[src/pmbts_regs.vh]
`ifndef PMBTS_REGS_VH
`define PMBTS_REGS_VH
// Command codes answered on the bus.
`define PMBTS_CMD_OPERATION 8'h01
`define PMBTS_CMD_CLEAR_FAULTS 8'h03
`define PMBTS_CMD_STATUS_WORD 8'h79
`define PMBTS_CMD_STATUS_VOUT 8'h7A
`define PMBTS_CMD_STATUS_IOUT 8'h7B
`define PMBTS_CMD_STATUS_INPUT 8'h7C
`define PMBTS_CMD_STATUS_TEMP 8'h7D
`define PMBTS_CMD_STATUS_CML 8'h7E
`define PMBTS_CMD_INPUT_VOLTAGE_READING 8'h88
`define PMBTS_CMD_READ_VOUT 8'h8B
`define PMBTS_CMD_READ_IOUT 8'h8C
`define PMBTS_CMD_READ_TEMP 8'h8D
`define PMBTS_CMD_VOUT_CAL_OFF 8'hD4
`define PMBTS_CMD_VIN_CAL_OFF 8'hD5
`define PMBTS_CMD_VIN_CAL_GAIN 8'hD6
`define PMBTS_CMD_IOUT_CAL_OFF 8'hD7
`define PMBTS_CMD_IOUT_CAL_GAIN 8'hD8
// Operation byte: reset value, fields and margin codes.
`define PMBTS_OP_RESET 8'h88
`define PMBTS_OP_ON 7
`define PMBTS_OP_MHI 5
`define PMBTS_OP_MLO 4
`define PMBTS_OP_FIX 2'h2
`define PMBTS_MRG_OFF 2'h0
`define PMBTS_MRG_LOW 2'h1
`define PMBTS_MRG_HIGH 2'h2
// Fixed linear exponents, five-bit two's complement.
`define PMBTS_EXP_M3 5'h1D
`define PMBTS_EXP_M2 5'h1E
// Largest positive 11-bit mantissa and the blanking level (14 x 0.125A).
`define PMBTS_MANT_MAX 32'h0000_03FF
`define PMBTS_IOUT_BLANK 11'h00E
`define PMBTS_GAIN_SHIFT 13
// Sticky flag indices.
`define PMBTS_F_VOUT_OV 0
`define PMBTS_F_IOUT_OCF 1
`define PMBTS_F_IOUT_OCW 2
`define PMBTS_F_VIN_OV 3
`define PMBTS_F_VIN_UV 4
`define PMBTS_F_VIN_OFF 5
`define PMBTS_F_OT_F 6
`define PMBTS_F_OT_W 7
`define PMBTS_F_CML_CMD 8
`define PMBTS_F_CML_DATA 9
`define PMBTS_NFLAGS 10
// Bit positions inside the status bytes and the summary word.
`define PMBTS_B7 7
`define PMBTS_B6 6
`define PMBTS_B5 5
`define PMBTS_B4 4
`define PMBTS_B3 3
`define PMBTS_SW_VOUT 15
`define PMBTS_SW_IOUT 14
`define PMBTS_SW_INPUT 13
`define PMBTS_SW_PGN 11
`define PMBTS_SW_OFF 6
`define PMBTS_SW_VOV 5
`define PMBTS_SW_IOC 4
`define PMBTS_SW_VUV 3
`define PMBTS_SW_TEMP 2
`define PMBTS_SW_CML 1
`define PMBTS_BYTE_BITS 4'h8
`define PMBTS_LAST_BIT 4'h7
`endif

[src/pmbts_core.v]
`timescale 1ns/100ps
`include "pmbts_regs.vh"

module pmbts_core #(
  parameter [10:0] TC_REF = 11'h064, // Reference temperature, 25 C in quarter degrees.
  parameter [7:0] TC_COEF = 8'h01, // Signed current slope per quarter degree.
  parameter TC_SHIFT = 12 // Scale of the slope as a right shift.
) (
  input wire ref_clk,
  input wire rst_n,
  input wire [6:0] slave_addr,
  input wire scl,
  input wire sda_i,
  output wire sda_o,
  output wire sda_oe,
  input wire [15:0] vout_raw,
  input wire [10:0] vin_raw,
  input wire [10:0] iout_raw,
  input wire iout_sinking,
  input wire [10:0] temp_raw,
  input wire [15:0] nv_vout_offset,
  input wire [10:0] nv_vin_offset,
  input wire [15:0] nv_vin_gain,
  input wire [10:0] nv_iout_offset,
  input wire [15:0] nv_iout_gain,
  input wire vout_ov_fault,
  input wire iout_oc_fault,
  input wire iout_oc_warn,
  input wire vin_ov_fault,
  input wire vin_uv_fault,
  input wire vin_low_off,
  input wire ot_fault,
  input wire ot_warn,
  input wire output_off,
  input wire power_good_n,
  output wire output_on,
  output wire margin_low,
  output wire margin_high
);

  // One-hot states of the serial slave.
  localparam [4:0] ST_IDLE = 5'h01;
  localparam [4:0] ST_RX = 5'h02;
  localparam [4:0] ST_RACK = 5'h04;
  localparam [4:0] ST_TX = 5'h08;
  localparam [4:0] ST_TACK = 5'h10;

  // Clamp a signed sum into a positive 11-bit mantissa.
  function [10:0] clamp_mant;
    input signed [31:0] v;
    reg [31:0] mx; // Saturation level at full width, cut down below.
    begin
      if (v < 0) begin
        clamp_mant = 11'h000;
      end else if (v > $signed(`PMBTS_MANT_MAX)) begin
        mx = `PMBTS_MANT_MAX;
        clamp_mant = mx[10:0];
      end else begin
        clamp_mant = v[10:0];
      end
    end
  endfunction

  // Gain and offset correction shared by input voltage and current.
  function [10:0] lin_corr;
    input [10:0] raw;
    input [15:0] gain;
    input [10:0] off;
    reg [26:0] prod;
    reg signed [31:0] sum;
    begin
      prod = raw * gain;
      sum = $signed({18'h0, prod[26:`PMBTS_GAIN_SHIFT]}) + $signed({{21{off[10]}}, off});
      lin_corr = clamp_mant(sum);
    end
  endfunction

  // True for every command code this slave answers.
  function cmd_known;
    input [7:0] c;
    begin
      case (c)
        `PMBTS_CMD_OPERATION, `PMBTS_CMD_CLEAR_FAULTS,
        `PMBTS_CMD_STATUS_WORD, `PMBTS_CMD_STATUS_VOUT,
        `PMBTS_CMD_STATUS_IOUT, `PMBTS_CMD_STATUS_INPUT,
        `PMBTS_CMD_STATUS_TEMP, `PMBTS_CMD_STATUS_CML,
        `PMBTS_CMD_INPUT_VOLTAGE_READING, `PMBTS_CMD_READ_VOUT,
        `PMBTS_CMD_READ_IOUT, `PMBTS_CMD_READ_TEMP,
        `PMBTS_CMD_VOUT_CAL_OFF, `PMBTS_CMD_VIN_CAL_OFF,
        `PMBTS_CMD_VIN_CAL_GAIN, `PMBTS_CMD_IOUT_CAL_OFF,
        `PMBTS_CMD_IOUT_CAL_GAIN: cmd_known = 1'b1;
        default: cmd_known = 1'b0;
      endcase
    end
  endfunction

  reg scl_s1_q, scl_s2_q, scl_s3_q; // Clock pin synchroniser and edge stage.
  reg sda_s1_q, sda_s2_q, sda_s3_q; // Data pin synchroniser and edge stage.
  reg [4:0] state_q; // Slave state.
  reg [3:0] bitcnt_q; // Bits moved in the current byte.
  reg [7:0] shreg_q; // Receive shifter.
  reg [7:0] tx_sh_q; // Transmit shifter, msb on the wire.
  reg [1:0] byte_idx_q; // 0 address, 1 command, 2 first data, 3 later.
  reg rw_q; // Read bit of the last matched address.
  reg [7:0] cmd_q; // Last command byte, kept across repeated start.
  reg hi_sent_q; // High byte of the answer already loaded.
  reg mack_q; // Master acknowledged the last byte sent.
  reg sda_oe_q; // Pull the data line low.
  reg [7:0] op_q; // Operation byte.
  reg set_cmd_q; // Pulse: unknown command seen.
  reg set_data_q; // Pulse: refused data seen.
  reg clr_q; // Pulse: clear-faults command seen.
  reg output_on_q, margin_low_q, margin_high_q; // Registered controls.
  reg [15:0] vout_q; // Corrected output voltage mantissa.
  reg [10:0] vin_q; // Corrected input voltage mantissa.
  reg [10:0] iout_q; // Corrected, compensated, blanked current mantissa.
  reg [10:0] temp_q; // Temperature mantissa.
  reg [`PMBTS_NFLAGS-1:0] flag_q; // Sticky fault and warning flags.

  wire scl_rise = scl_s2_q & ~scl_s3_q; // Clock line rose.
  wire scl_fall = ~scl_s2_q & scl_s3_q; // Clock line fell.
  // Start and stop are data edges while the clock line is high.
  wire bus_start = sda_s3_q & ~sda_s2_q & scl_s2_q & scl_s3_q;
  wire bus_stop = ~sda_s3_q & sda_s2_q & scl_s2_q & scl_s3_q;

  // Operation write check: 00xx, 0110 and 1010 in bits 5:2 only.
  wire [1:0] wr_mrg = shreg_q[`PMBTS_OP_MHI:`PMBTS_OP_MLO];
  wire wr_fix = shreg_q[`PMBTS_OP_MLO-1:`PMBTS_OP_MLO-2] == `PMBTS_OP_FIX;
  wire op_ok = (wr_mrg == `PMBTS_MRG_OFF) |
    (wr_fix & ((wr_mrg == `PMBTS_MRG_LOW) | (wr_mrg == `PMBTS_MRG_HIGH)));

  wire [`PMBTS_NFLAGS-1:0] flag_set; // Events that set the sticky flags.
  assign flag_set[`PMBTS_F_VOUT_OV] = vout_ov_fault;
  assign flag_set[`PMBTS_F_IOUT_OCF] = iout_oc_fault;
  assign flag_set[`PMBTS_F_IOUT_OCW] = iout_oc_warn;
  assign flag_set[`PMBTS_F_VIN_OV] = vin_ov_fault;
  assign flag_set[`PMBTS_F_VIN_UV] = vin_uv_fault;
  assign flag_set[`PMBTS_F_VIN_OFF] = vin_low_off;
  assign flag_set[`PMBTS_F_OT_F] = ot_fault;
  assign flag_set[`PMBTS_F_OT_W] = ot_warn;
  assign flag_set[`PMBTS_F_CML_CMD] = set_cmd_q;
  assign flag_set[`PMBTS_F_CML_DATA] = set_data_q;

  // Pin synchronisers; the first stage feeds only the second.
  always @(posedge ref_clk) begin
    if (!rst_n) begin
      scl_s1_q <= 1'b1;
      scl_s2_q <= 1'b1;
      scl_s3_q <= 1'b1;
      sda_s1_q <= 1'b1;
      sda_s2_q <= 1'b1;
      sda_s3_q <= 1'b1;
    end else begin
      scl_s1_q <= scl;
      scl_s2_q <= scl_s1_q;
      scl_s3_q <= scl_s2_q;
      sda_s1_q <= sda_i;
      sda_s2_q <= sda_s1_q;
      sda_s3_q <= sda_s2_q;
    end
  end

  // Sticky flags: an event in the clearing cycle wins over the clear.
  genvar gi;
  generate
    for (gi = 0; gi < `PMBTS_NFLAGS; gi = gi + 1) begin : g_flag
      always @(posedge ref_clk) begin
        if (!rst_n) begin
          flag_q[gi] <= 1'b0;
        end else begin
          flag_q[gi] <= flag_set[gi] | (flag_q[gi] & ~clr_q);
        end
      end
    end
  endgenerate

  // Category bytes; unsupported positions are tied to zero.
  reg [7:0] st_vout, st_iout, st_input, st_temp, st_cml;
  reg [15:0] st_word;
  always @* begin
    st_vout = 8'h00;
    st_iout = 8'h00;
    st_input = 8'h00;
    st_temp = 8'h00;
    st_cml = 8'h00; // PEC is not checked, so bit 5 never rises.
    st_vout[`PMBTS_B7] = flag_q[`PMBTS_F_VOUT_OV];
    st_iout[`PMBTS_B7] = flag_q[`PMBTS_F_IOUT_OCF];
    st_iout[`PMBTS_B5] = flag_q[`PMBTS_F_IOUT_OCW];
    st_input[`PMBTS_B7] = flag_q[`PMBTS_F_VIN_OV];
    st_input[`PMBTS_B4] = flag_q[`PMBTS_F_VIN_UV];
    st_input[`PMBTS_B3] = flag_q[`PMBTS_F_VIN_OFF];
    st_temp[`PMBTS_B7] = flag_q[`PMBTS_F_OT_F];
    st_temp[`PMBTS_B6] = flag_q[`PMBTS_F_OT_W];
    st_cml[`PMBTS_B7] = flag_q[`PMBTS_F_CML_CMD];
    st_cml[`PMBTS_B6] = flag_q[`PMBTS_F_CML_DATA];
    // The summary word ORs the category bytes and adds the off and power-good inputs.
    st_word = 16'h0000;
    st_word[`PMBTS_SW_VOUT] = |st_vout;
    st_word[`PMBTS_SW_IOUT] = |st_iout;
    st_word[`PMBTS_SW_INPUT] = |st_input;
    st_word[`PMBTS_SW_PGN] = power_good_n;
    st_word[`PMBTS_SW_OFF] = output_off;
    st_word[`PMBTS_SW_VOV] = st_vout[`PMBTS_B7];
    st_word[`PMBTS_SW_IOC] = st_iout[`PMBTS_B7];
    st_word[`PMBTS_SW_VUV] = st_input[`PMBTS_B4];
    st_word[`PMBTS_SW_TEMP] = |st_temp;
    st_word[`PMBTS_SW_CML] = |st_cml;
  end

  // Current correction and temperature compensation, before blanking.
  reg [10:0] i_corr;
  reg signed [11:0] t_delta;
  reg signed [31:0] t_prod;
  reg signed [31:0] i_sum;
  reg [10:0] i_comp;
  reg signed [17:0] v_sum;
  always @* begin
    i_corr = lin_corr(iout_raw, nv_iout_gain, nv_iout_offset);
    t_delta = $signed({temp_raw[10], temp_raw}) - $signed({TC_REF[10], TC_REF});
    t_prod = $signed({20'h0_0000, 1'b0, i_corr}) * $signed({{20{t_delta[11]}}, t_delta})
      * $signed({{24{TC_COEF[7]}}, TC_COEF});
    i_sum = $signed({21'h00_0000, i_corr}) + (t_prod >>> TC_SHIFT);
    i_comp = clamp_mant(i_sum);
    v_sum = $signed({2'h0, vout_raw}) + $signed({{2{nv_vout_offset[15]}}, nv_vout_offset});
  end

  // Readings are refreshed every cycle from the converter values.
  always @(posedge ref_clk) begin
    if (!rst_n) begin
      vout_q <= 16'h0000;
      vin_q <= 11'h000;
      iout_q <= 11'h000;
      temp_q <= 11'h000;
    end else begin
      // Out-of-range sums saturate instead of wrapping.
      if (v_sum < 0) begin
        vout_q <= 16'h0000;
      end else if (v_sum[16]) begin
        vout_q <= 16'hFFFF;
      end else begin
        vout_q <= v_sum[15:0];
      end
      vin_q <= lin_corr(vin_raw, nv_vin_gain, nv_vin_offset);
      // Sinking current and small loads both read as zero.
      if (iout_sinking || i_comp < `PMBTS_IOUT_BLANK) begin
        iout_q <= 11'h000;
      end else begin
        iout_q <= i_comp;
      end
      temp_q <= temp_raw;
    end
  end

  // Answer word for the current command.
  reg [15:0] rd_word;
  always @* begin
    case (cmd_q)
      `PMBTS_CMD_OPERATION: rd_word = {8'h00, op_q};
      `PMBTS_CMD_STATUS_WORD: rd_word = st_word;
      `PMBTS_CMD_STATUS_VOUT: rd_word = {8'h00, st_vout};
      `PMBTS_CMD_STATUS_IOUT: rd_word = {8'h00, st_iout};
      `PMBTS_CMD_STATUS_INPUT: rd_word = {8'h00, st_input};
      `PMBTS_CMD_STATUS_TEMP: rd_word = {8'h00, st_temp};
      `PMBTS_CMD_STATUS_CML: rd_word = {8'h00, st_cml};
      `PMBTS_CMD_READ_VOUT: rd_word = vout_q;
      `PMBTS_CMD_INPUT_VOLTAGE_READING: rd_word = {`PMBTS_EXP_M3, vin_q};
      `PMBTS_CMD_READ_IOUT: rd_word = {`PMBTS_EXP_M3, iout_q};
      `PMBTS_CMD_READ_TEMP: rd_word = {`PMBTS_EXP_M2, temp_q};
      `PMBTS_CMD_VOUT_CAL_OFF: rd_word = nv_vout_offset;
      `PMBTS_CMD_VIN_CAL_OFF: rd_word = {`PMBTS_EXP_M3, nv_vin_offset};
      `PMBTS_CMD_VIN_CAL_GAIN: rd_word = nv_vin_gain;
      `PMBTS_CMD_IOUT_CAL_OFF: rd_word = {`PMBTS_EXP_M3, nv_iout_offset};
      `PMBTS_CMD_IOUT_CAL_GAIN: rd_word = nv_iout_gain;
      default: rd_word = 16'h0000;
    endcase
  end

  // Serial slave. Bytes shift in on rising clock, answers change on falling clock.
  always @(posedge ref_clk) begin
    if (!rst_n) begin
      state_q <= ST_IDLE;
      bitcnt_q <= 4'h0;
      shreg_q <= 8'h00;
      tx_sh_q <= 8'h00;
      byte_idx_q <= 2'h0;
      rw_q <= 1'b0;
      cmd_q <= 8'h00;
      hi_sent_q <= 1'b0;
      mack_q <= 1'b0;
      sda_oe_q <= 1'b0;
      op_q <= `PMBTS_OP_RESET;
      set_cmd_q <= 1'b0;
      set_data_q <= 1'b0;
      clr_q <= 1'b0;
    end else begin
      set_cmd_q <= 1'b0;
      set_data_q <= 1'b0;
      clr_q <= 1'b0;
      if (bus_start) begin
        // A start, repeated or not, always restarts address reception.
        state_q <= ST_RX;
        bitcnt_q <= 4'h0;
        byte_idx_q <= 2'h0;
        sda_oe_q <= 1'b0;
      end else if (bus_stop) begin
        state_q <= ST_IDLE;
        sda_oe_q <= 1'b0;
      end else begin
        case (state_q)
          ST_IDLE: begin
            sda_oe_q <= 1'b0;
          end
          ST_RX: begin
            if (scl_rise) begin
              shreg_q <= {shreg_q[6:0], sda_s2_q};
              bitcnt_q <= bitcnt_q + 4'h1;
            end else if (scl_fall && bitcnt_q == `PMBTS_BYTE_BITS) begin
              bitcnt_q <= 4'h0;
              if (byte_idx_q == 2'h0) begin
                // Only our own address is acknowledged.
                if (shreg_q[7:1] == slave_addr) begin
                  rw_q <= shreg_q[0];
                  hi_sent_q <= 1'b0;
                  sda_oe_q <= 1'b1;
                  state_q <= ST_RACK;
                end else begin
                  state_q <= ST_IDLE;
                end
              end else begin
                sda_oe_q <= 1'b1;
                state_q <= ST_RACK;
                if (byte_idx_q == 2'h1) begin
                  cmd_q <= shreg_q;
                  set_cmd_q <= ~cmd_known(shreg_q);
                  clr_q <= shreg_q == `PMBTS_CMD_CLEAR_FAULTS;
                end else if (cmd_q == `PMBTS_CMD_OPERATION && byte_idx_q == 2'h2
                  && op_ok) begin
                  // Bits 6, 3:0 are read-only and keep their fixed values.
                  op_q <= {shreg_q[`PMBTS_OP_ON], 1'b0, wr_mrg, `PMBTS_OP_FIX, 2'h0};
                end else begin
                  // Bad margin codes and writes to read-only data are refused.
                  set_data_q <= 1'b1;
                end
              end
            end
          end
          ST_RACK: begin
            if (scl_fall) begin
              if (rw_q) begin
                // Low byte goes out first.
                state_q <= ST_TX;
                tx_sh_q <= rd_word[7:0];
                sda_oe_q <= ~rd_word[7];
              end else begin
                state_q <= ST_RX;
                sda_oe_q <= 1'b0;
                if (byte_idx_q != 2'h3) begin
                  byte_idx_q <= byte_idx_q + 2'h1;
                end
              end
            end
          end
          ST_TX: begin
            if (scl_fall) begin
              if (bitcnt_q == `PMBTS_LAST_BIT) begin
                bitcnt_q <= 4'h0;
                sda_oe_q <= 1'b0;
                state_q <= ST_TACK;
              end else begin
                bitcnt_q <= bitcnt_q + 4'h1;
                tx_sh_q <= {tx_sh_q[6:0], 1'b0};
                sda_oe_q <= ~tx_sh_q[6];
              end
            end
          end
          ST_TACK: begin
            if (scl_rise) begin
              mack_q <= ~sda_s2_q;
            end else if (scl_fall) begin
              if (mack_q) begin
                // High byte next; anything beyond the word reads zero.
                state_q <= ST_TX;
                hi_sent_q <= 1'b1;
                tx_sh_q <= hi_sent_q ? 8'h00 : rd_word[15:8];
                sda_oe_q <= hi_sent_q ? 1'b1 : ~rd_word[15];
              end else begin
                state_q <= ST_IDLE;
              end
            end
          end
          default: begin
            state_q <= ST_IDLE;
            sda_oe_q <= 1'b0;
          end
        endcase
      end
    end
  end

  // Margin controls follow the stored operation byte.
  always @(posedge ref_clk) begin
    if (!rst_n) begin
      output_on_q <= 1'b0;
      margin_low_q <= 1'b0;
      margin_high_q <= 1'b0;
    end else begin
      output_on_q <= op_q[`PMBTS_OP_ON];
      margin_low_q <= op_q[`PMBTS_OP_MHI:`PMBTS_OP_MLO] == `PMBTS_MRG_LOW;
      margin_high_q <= op_q[`PMBTS_OP_MHI:`PMBTS_OP_MLO] == `PMBTS_MRG_HIGH;
    end
  end

  // The line is open drain, so the driven level is always low.
  assign sda_o = 1'b0;
  assign sda_oe = sda_oe_q;
  assign output_on = output_on_q;
  assign margin_low = margin_low_q;
  assign margin_high = margin_high_q;

endmodule

[config.mk]
export PLATFORM = sky130hd
export DESIGN_NAME = pmbts_core
export DESIGN_NICKNAME = d
export VERILOG_FILES = /design/src/pmbts_core.v
export VERILOG_INCLUDE_DIRS = /design/src
export SDC_FILE = /design/constraint.sdc
export NUM_CORES = 1
export LEC_CHECK = 0
export ABC_AREA = 1
export BUFFER_PORTS_ARGS = -buffer_cell sky130_fd_sc_hd__clkbuf_2
export CAP_MARGIN = 20
export CELL_PAD_IN_SITES_DETAIL_PLACEMENT = 0
export CELL_PAD_IN_SITES_GLOBAL_PLACEMENT = 1
export CORE_MARGIN = 8
export CORE_UTILIZATION = 47
export DETAILED_ROUTE_END_ITERATION = 8
export GPL_TIMING_DRIVEN = 0
export HOLD_SLACK_MARGIN = 0.05
export PLACE_DENSITY_LB_ADDON = 0.1
export SYNTH_ARGS = -nofsm -noshare
export SYNTH_HDL_FRONTEND = slang
export SYNTH_SLANG_ARGS = --single-unit
[constraint.sdc]
create_clock -name ref_clk -period 16.2 [get_ports ref_clk]
set_clock_uncertainty 0.1 [all_clocks]
set_input_delay 2.43 -clock ref_clk [delete_from_list [all_inputs] [get_ports ref_clk]]
set_output_delay 2.43 -clock ref_clk [all_outputs]
set_load 0.01 [all_outputs]
==> results.md, run 1 <==
- Top cell type's share of synthesized area: 28.7%
- Finished Layout Cells: 4,043
- Overflow after GRT: 0
- H-tree depth: 3
- Final Cycle Share: 95.2%
- Post-DP HPWL: 64,100 microns
- Slew at the pin closest to its max-slew limit: 978 ps
- Area of the mapped netlist: 0.0238 sq mm
- Worst Hold Class: reg2reg
- Status: finished clean
- Largest net degree at the start of global routing: 22
- Final min period: 15,420 ps
- Primary FF master, synth: dfxtp_1
- Most frequent cell after synthesis: nand2_1
- Area after DPL: 0.0253 sq mm
- Slowest CP cell: fa_1
- Ys async rst share: 0%
- Hold Crit Depth: 1
- CTS max path bufs: 2
- EDFF count, synth: 0
- CTS Root Cell: clkbuf_16
- Die X-Extent: 241 microns
- Die area: 0.0580 sq mm
- WHS Endpoint: sda_s2_q$_SDFF_PN1_
- Worst EP required: 16,350 ps
- Mean post-synth cell area: 7.36 sq um
- Critical R2R Capture: sda_oe$_SDFFE_PP0P_
- Drt total wl: 74,000 microns
- # Post-CTS Setup Buffers: 0
- CP max FO: 10
- # DRC: 0
- GR Util All Layers: 25.9%
- I/O Buffers: 125
- Post-synthesis sequential area ratio: 9.44%
- CORE AREA: 0.0501 sq mm
- Synth Warn #: 0
- Routed vias: 20.9k
- Max_cap viols: 0
- Fmax: 64.9 MHz
- Library cells used by synthesis: 66
- Final setup fails: 0
- CP max stage delay: 560 ps
- Reg2Reg Depth: 12
- DR vias/cell: 5.18
- Cts bufs inserted: 9
- Final hold viol count: 0
- Nets: 4,111
- Crit path buf inv count: 11
- Unrepaired setup endpoints after global routing: false
- Post-Place Cells: 4,036
- I/O pin total: 146
- Number of hold buffers added after cts: 0
- Initial Util: 47.5%
- Initial DRC count: 1,403
- RePlAce Congestion: 0.964
- CTS tree: yes
- Critical path arrival: 15,570 ps
- Slew Limit Fails: 0
- Share of cells above drive strength 1: 8.37%
- Setup slack, reg-to-reg: 13,390 ps
- Number of global-route vias before repair: 21.7k
- Die Span Y: 241 microns
- CP Capture Type: flop
- Setup ws final: 781 ps
- Post-synth top area cell: fa_1
- Clock Latency Late Sink: 370 ps
- Startpoint Class: input port
- Critical path's top delay family: adder cells
- CP Class: in2reg
- CP most frequent cell: nand2_1
- Antenna-violating nets left: 0
- 1st-pass router iterations: 5
- Setup tns final: 0 ps
- Post-place setup slack: -432 ps
- Initial antenna violation count: 3
- CTS sink count: 112
- Worst-path clk slew: 90 ps
- Final Instance Area: 0.0257 sq mm
- Worst slew margin: 34.6%
- Seq cells post-synth: 112
- WL per Instance: 18.3 microns
- First-pass GRT wire length: 118,000 microns
- Synth top area cells: fa_1 29%, ha_1 14%, nand2_1 12%
- Mapped Cells: 3,226
- Rows: 82
- Worst Hold Launch: sda_s1_q$_SDFF_PN1_
- RR Startpoint: cmd_q[0]$_SDFFE_PN0P_
- Synth-to-layout area growth: 7.97%
- Top cells by count, synth: 772 x nand2_1, 707 x inv_1, 341 x fa_1
## per-stage QoR
stage / utilization, % / hold WS [ps]
final: 51.2 / 320
after floorplan: - / 293
after CTS: 51.1 / 326
after global placement: 50.5 / 297
after global routing: 51.2 / 333
after detailed placement: 50.5 / 304
## metal layers
metal / global-route usage (%) / share of wire (%) / wire, microns
met3: 4.21 / 6.4 / 4770
met1: 34.7 / 44 / 32500
met2: 42.8 / 46 / 34300
met5: 0 / 0.041 / 30
met4: 7.69 / 3.2 / 2380
## repair_timing
action	in CTS	in global routing
resized for setup	4	78
hold endpoints to repair	0	0
endpoints found under the setup margin	10	10
## flip-flops by register name, indices dropped and copies added (netlist names), 2 cells and up
| name | count |
|---|---|
| state_q | 5 |
| vin_q | 11 |
| shreg_q | 8 |
| byte_idx_q | 2 |
| iout_q | 11 |
| tx_sh_q | 7 |
| temp_q | 11 |
| vout_q | 16 |
| bitcnt_q | 4 |
| cmd_q | 8 |
| flag_q | 10 |
| op_q | 3 |
## cell families after synthesis
family / share of synthesized area (%)
AOI/OAI and AO/OA: 9.31
xor gates and xnor gates: 3.60
adders and majority gates: 42.6
buffers and inverters: 13.3
DFF: 9.44
other: 0.0316
and+or+nand+nor: 21.7
## how the worst max path moves through the flow
stage | startpoint | end | cells after the start
after floorplan | iout_raw[5] | iout_q[2]$_SDFF_PP0_ | 71
after global placement | iout_raw[5] | iout_q[2]$_SDFF_PP0_ | 63
after detailed placement | iout_raw[5] | iout_q[2]$_SDFF_PP0_ | 63
after CTS | iout_raw[7] | iout_q[2]$_SDFF_PP0_ | 63
after global routing | iout_raw[5] | iout_q[5]$_SDFF_PP0_ | 68
final | iout_raw[6] | iout_q[5]$_SDFF_PP0_ | 64
## area by class of cell
class                      instances  area (sq um)
multi-input combinational       2304         18400
buffer                            86           433
tap                              672           841
sequential                       112          2240
antenna                            1          2.50
clock inverter                     7          98.8
fill                            5152         24400
timing repair buffer             125           626
clock buffer                       9           225
inverter                         727          2750
## layout by cell type, fill, tap and decap left out, types with 7 or more instances in the layout
cell type	Yosys	routed
inv_4	7	7
a22o_1	11	11
inv_2	11	11
a31oi_1	8	8
nand4_1	30	30
or2_2	8	8
nand2_2	8	8
nand3_1	76	76
a21oi_1	189	189
clkbuf_16	0	9
nand2_4	17	17
nand2_1	772	772
xor2_1	67	66
xnor2_1	27	27
a221oi_1	18	18
nor2_2	20	20
nor3_1	36	35
buf_2	12	16
fa_1	341	341
o21bai_1	13	13
ha_1	264	264
clkbuf_2	0	134
o21ai_0	85	83
nor2_1	215	215
dfxtp_1	112	112
conb_1	2	15
clkbuf_1	80	47
nor4_1	7	7
inv_1	707	707
Power of run 1 is not shown: default switching activity piles up to over one toggle a cycle in this logic, so the estimate is an artifact.
==> run 2: changes to the inputs <==
Settings changed: ABC_AREA 1 to default, CORE_UTILIZATION 47 to 49.
==> run 2 against run 1 <==
Net effect: clock-buffer cell count unchanged; synthesized area down 4.6%; worst hold slack worse by 4.6 ps; fmax down 1.2%; register-to-register slack worse by 400 ps; critical path depth down 4; sequential share of layout area up 0.29 points; utilization up 2.7 points; die area down 8.0%.
==> results.md, run 2 <==
- Status: finished clean
- WL per Instance: 20.2 microns
- Post-synthesis mux area share: 1.81%
- Antenna-violating nets left: 0
- Synth Area in XOR/XNOR: 3.99%
- Critical path's top delay family: adder cells
- Ys async rst share: 0%
- Initial Util: 49.2%
- Library cells used by synthesis: 96
- Synth Warn #: 0
- Area after DPL: 0.0242 sq mm
- Overflow after GRT: 0
- CTS sink count: 112
- Post-synth top area cell: fa_1
- Critical R2R Capture: tx_sh_q[2]$_SDFFE_PN0P_
- CTS tree: yes
- Synth-to-layout area growth: 9.62%
- Share of cells above drive strength 1: 10.5%
- Max_cap viols: 0
- GR Util All Layers: 26.4%
- Number of flip-flops in the largest register: 16
- Final Cycle Share: 96.4%
- CP max FO: 10
- 1st-pass router iterations: 6
- Top cells by count, synth: 378 x inv_1, 341 x fa_1, 336 x nand2_1
- Crit path buf inv count: 10
- EDFF count, synth: 0
- Worst slew margin: 19.6%
- Met3 usage: 2.38%
- Rows: 79
- Area of the mapped netlist: 0.0227 sq mm
- Most frequent cell after synthesis: inv_1
- Worst Hold Class: reg2reg
- Nets: 3,572
- Worst EP required: 16,380 ps
- Final setup fails: 0
- Die area: 0.0534 sq mm
- Setup slack, reg-to-reg: 12,990 ps
- Die X-Extent: 231 microns
- Post-synthesis sequential area ratio: 9.89%
- Seq cells post-synth: 112
- Worst-path clk slew: 80 ps
- CP most frequent cell: fa_1
- Initial DRC count: 1,369
- Final min period: 15,610 ps
- Fmax: 64.0 MHz
- RR Startpoint: cmd_q[0]$_SDFFE_PN0P_
- I/O Buffers: 143
- Critical path arrival: 15,790 ps
- RePlAce Congestion: 0.928
- Synth Area in Simple Gates: 19.1%
- Mean post-synth cell area: 8.52 sq um
- Startpoint Class: input port
- CTS max path bufs: 2
- CP max stage delay: 550 ps
- CP Capture Type: flop
- Drt total wl: 69,300 microns
- Slew Limit Fails: 0
- # DRC: 0
- Initial antenna violation count: 2
- Synth Area in Adders: 44.7%
- Top cell type's share of synthesized area: 30.1%
- Commonest non-fill, non-tap cell in the layout: inv_1
- Post-DP HPWL: 59,500 microns
- Final hold viol count: 0
- Met2 Resource Use GR: 45.3%
- Routed vias: 19.2k
- Slew at the pin closest to its max-slew limit: 1200 ps
- Synth Area in Compound Gates: 12.2%
- CTS Root Cell: clkbuf_16
- Clock Latency Late Sink: 370 ps
- Largest family of logic cells by synthesized area: adder cells
- Number of global-route vias before repair: 20.1k
- Primary FF master, synth: dfxtp_1
- Number of hold buffers added after cts: 0
- I/O pin total: 146
- CP Class: in2reg
- Cts bufs inserted: 9
- DR vias/cell: 5.58
- Most frequent cells in the layout: 378 x inv_1, 340 x fa_1, 335 x nand2_1, 262 x ha_1, 188 x nor2_1
- Slowest CP cell: fa_1
- H-tree depth: 3
- Worst Hold Launch: scl_s1_q$_SDFF_PN1_
- CORE AREA: 0.0461 sq mm
- Synth top area cells: fa_1 30%, ha_1 15%, dfxtp_1 9.9%
- Hold Crit Depth: 1
- GRT Max-Usage Layer: met2
- Met1 Resource Use GR: 34.2%
- Reg2Reg Depth: 8
- WHS Endpoint: scl_s2_q$_SDFF_PN1_
- Top reg by flops: vout_q
- Largest net degree at the start of global routing: 21
- Mapped Cells: 2,659
- First-pass GRT wire length: 111,000 microns
- Final Instance Area: 0.0248 sq mm
- Die Span Y: 231 microns
==> run 2: logic make-up after synthesis <==
| family | Yosys count |
|---|---|
| compound gates | 419 |
| xor+xnor | 100 |
| fa+ha+maj | 605 |
| buf+inv | 490 |
| flops | 112 |
| mux | 37 |
| other cells | 2 |
| simple gates | 894 |
==> run 2: worst max-delay path by stage <==
| stage | cells past startpoint | from | slack, ps | endpoint |
|---|---|---|---|---|
| after floorplan | 56 | iout_raw[2] | 1360 | iout_q[0]$_SDFF_PP0_ |
| after global placement | 50 | iout_raw[2] | -990 | iout_q[3]$_SDFF_PP0_ |
| after detailed placement | 50 | iout_raw[2] | -1080 | iout_q[2]$_SDFF_PP0_ |
| after CTS | 59 | iout_raw[2] | 50 | iout_q[2]$_SDFF_PP0_ |
| after global routing | 59 | nv_iout_gain[4] | -70 | iout_q[2]$_SDFF_PP0_ |
| final | 60 | iout_raw[7] | 590 | iout_q[2]$_SDFF_PP0_ |
==> run 2: metrics by stage <==
step | util, % | TNS (ps) | hold WS [ps] | setup WS (ps) | std cells
after floorplan | - | 0 | 286 | 1360 | 2672
after global placement | 52.5 | -9480 | 294 | -994 | 3422
after detailed placement | 52.5 | -10260 | 296 | -1080 | 3422
after CTS | 53.3 | 0 | 316 | 48.0 | 3430
after global routing | 53.9 | -556 | 328 | -66.7 | 3440
final | 53.9 | 0 | 316 | 586 | 3440
==> run 2: metal layers <==
| metal | wire, microns | vias up |
|---|---|---|
| li1 | - | 8945 |
| met1 | 29700 | 9605 |
| met2 | 33600 | 508 |
| met3 | 3020 | 125 |
| met4 | 3010 | 0 |
| met5 | 0 | - |
==> run 2: layout make-up <==
cell class | instances | area (sq um)
Antenna cell | 2 | 5.00
Buffer | 99 | 489
Clock buffer | 9 | 225
Clock inverter | 7 | 88.8
Fill cell | 4396 | 21200
Inverter | 380 | 1430
Multi-Input combinational cell | 2070 | 18800
Sequential cell | 112 | 2240
Tap cell | 607 | 759
Timing Repair Buffer | 154 | 798
==> run 2: timing repair <==
action	CTS	global route
resized for setup	22	83
pin swaps	0	17
setup buffers	0	10
endpoints found under the setup margin	10	10
Power of run 2 is left out for the same reason.
==> run 3: changes to the inputs <==
Settings changed: CORE_UTILIZATION 49 to 44.
Clock period 16.2 ns to 13.3 ns, I/O delays scaled along.
==> run 3 against run 2 <==
Net effect: the flow now finishes with violations (setup timing); clock-buffer cell count stayed put; critical path type unchanged; routed wire length up 4.1%; via count grew 1.8%; die area grew 11%; sequential cell count stayed put.
==> results.md, run 3 (synthesis gave the netlist of run 2 again) <==
- CTS Root Cell: clkbuf_16
- Post-Place Cells: 3,496
- CP max stage delay: 530 ps
- Slew at the pin closest to its max-slew limit: 1090 ps
- RR Startpoint: cmd_q[7]$_SDFFE_PN0P_
- DR vias/cell: 5.41
- Unrepaired setup endpoints after global routing: true
- Fillers: 4,892
- Die area: 0.0590 sq mm
- Crit path buf inv count: 12
- Initial antenna violation count: 1
- CP max FO: 6
- Final min period: 14,490 ps
- Die X-Extent: 243 microns
- Number of flip-flops in the largest register: 16
- Worst Hold Launch: scl_s1_q$_SDFF_PN1_
- Worst EP required: 13,440 ps
- Setup ws final: -1190 ps
- WHS Endpoint: scl_s2_q$_SDFF_PN1_
- CTS max path bufs: 2
- Top reg by flops: vout_q
- Antenna-violating nets left: 0
- Reg2Reg Depth: 8
- Worst path depth: 58
- Critical R2R Capture: sda_oe$_SDFFE_PP0P_
- Post-DP HPWL: 59,900 microns
- H-tree depth: 3
- First-pass GRT wire length: 113,000 microns
- CTS tree: yes
- I/O pin total: 146
- Initial DRC count: 1,236
- Nets: 3,672
- Slew Limit Fails: 0
- Share of cells above drive strength 1: 17.9%
- CP Capture Type: flop
- Overflow after GRT: 0
- Rows: 83
- I/O Buffers: 143
- Post-place setup slack: -2880 ps
- Most frequent cells in the layout: 370 x inv_1, 323 x fa_1, 318 x nand2_1, 246 x ha_1, 180 x nor2_1
- Largest net degree at the start of global routing: 23
- CORE AREA: 0.0511 sq mm
- Status: finished with violations
- Worst hold margin: 319 ps
- Slowest CP cell: fa_1
- CP Class: in2reg
- Worst-path clk slew: 90 ps
- Initial Util: 44.4%
- Synth-to-layout area growth: 19.5%
- GR Util All Layers: 24.3%
- Fmax: 69.0 MHz
- Worst slew margin: 26.9%
- CP most frequent cell: fa_1
- Final core utilization: 53.0%
- Worst Hold Class: reg2reg
- 1st-pass router iterations: 6
- Startpoint Class: input port
- Final Cycle Share: 109%
- Failing checks: setup timing
- RePlAce Congestion: 0.908
- Critical path's top delay family: adder cells
- Finished Layout Cells: 3,611
- Final hold viol count: 0
- Critical path arrival: 14,630 ps
- Die Span Y: 243 microns
- Number of global-route vias before repair: 20.3k
- # DRC: 0
- Hold Crit Depth: 1
- Drt total wl: 72,200 microns
- Final setup fails: 10
- Max_cap viols: 0
- Cts bufs inserted: 9
- WL per Instance: 20.0 microns
- Clock Latency Late Sink: 380 ps
- Ant diodes: 0
- CTS sink count: 112
- Setup slack, reg-to-reg: 10,240 ps
- Commonest non-fill, non-tap cell in the layout: inv_1
- Routed vias: 19.5k
## run 3: per-layer routing
metal,wire length (microns),global-route usage (%),vias up,share of wire [%]
met3,3910,2.93,128,5.4
met1,32100,33.1,9653,44
met4,2480,7.95,0,3.4
li1,-,-,9154,-
met2,33700,39.9,592,47
met5,0,0,-,0
## run 3: timing repair
action | CTS | global route
hold buffers | 0 | 0
cloned | 13 | 0
setup buffers | 76 | 14
pin swaps | 75 | 72
setup endpoints to repair | 10 | 10
gates resized for setup | 208 | 73
## run 3: cell type report
type	count	area, sq um	area share, %
buffer	106	890	3.29
inverter	380	1430	5.27
tap	680	851	3.14
multi-input combinational	2070	19500	71.9
sequential	112	2240	8.28
clock buffer	9	225	0.832
clock inverter	7	81.3	0.300
timing repair buffer	247	1890	6.96
## run 3: worst max path at each step
stage	start	end	slack, ps
3_3_place_gp	nv_iout_gain[1]	iout_q[0]$_SDFF_PP0_	-2820
2_1_floorplan	iout_raw[4]	iout_q[0]$_SDFF_PP0_	-520
6_report	nv_iout_gain[4]	iout_q[2]$_SDFF_PP0_	-1190
4_1_cts	nv_iout_gain[5]	iout_q[0]$_SDFF_PP0_	-1170
3_5_place_dp	nv_iout_gain[1]	iout_q[0]$_SDFF_PP0_	-2880
5_1_grt	nv_iout_gain[3]	iout_q[2]$_SDFF_PP0_	-1710
## run 3: stage by stage
stage                     instance area (sq um)  TNS [ps]
final                                     27100    -11620
after floorplan                           23000     -5010
after global placement                    24600    -27090
after detailed placement                  24600    -27530
after global routing                      27100    -16700
after CTS                                 26700    -11280
## run 3: worst reg2reg max path, stage by stage (launching register included)
cell	delay (ps)
dfxtp_1	410
nor2b_1	180
nand4_1	360
nor3_1	820
a222oi_1	360
a211oi_1	400
o211ai_1	150
o21ai_0	100
nor2_1	50
Power of run 3 is left out for the same reason.
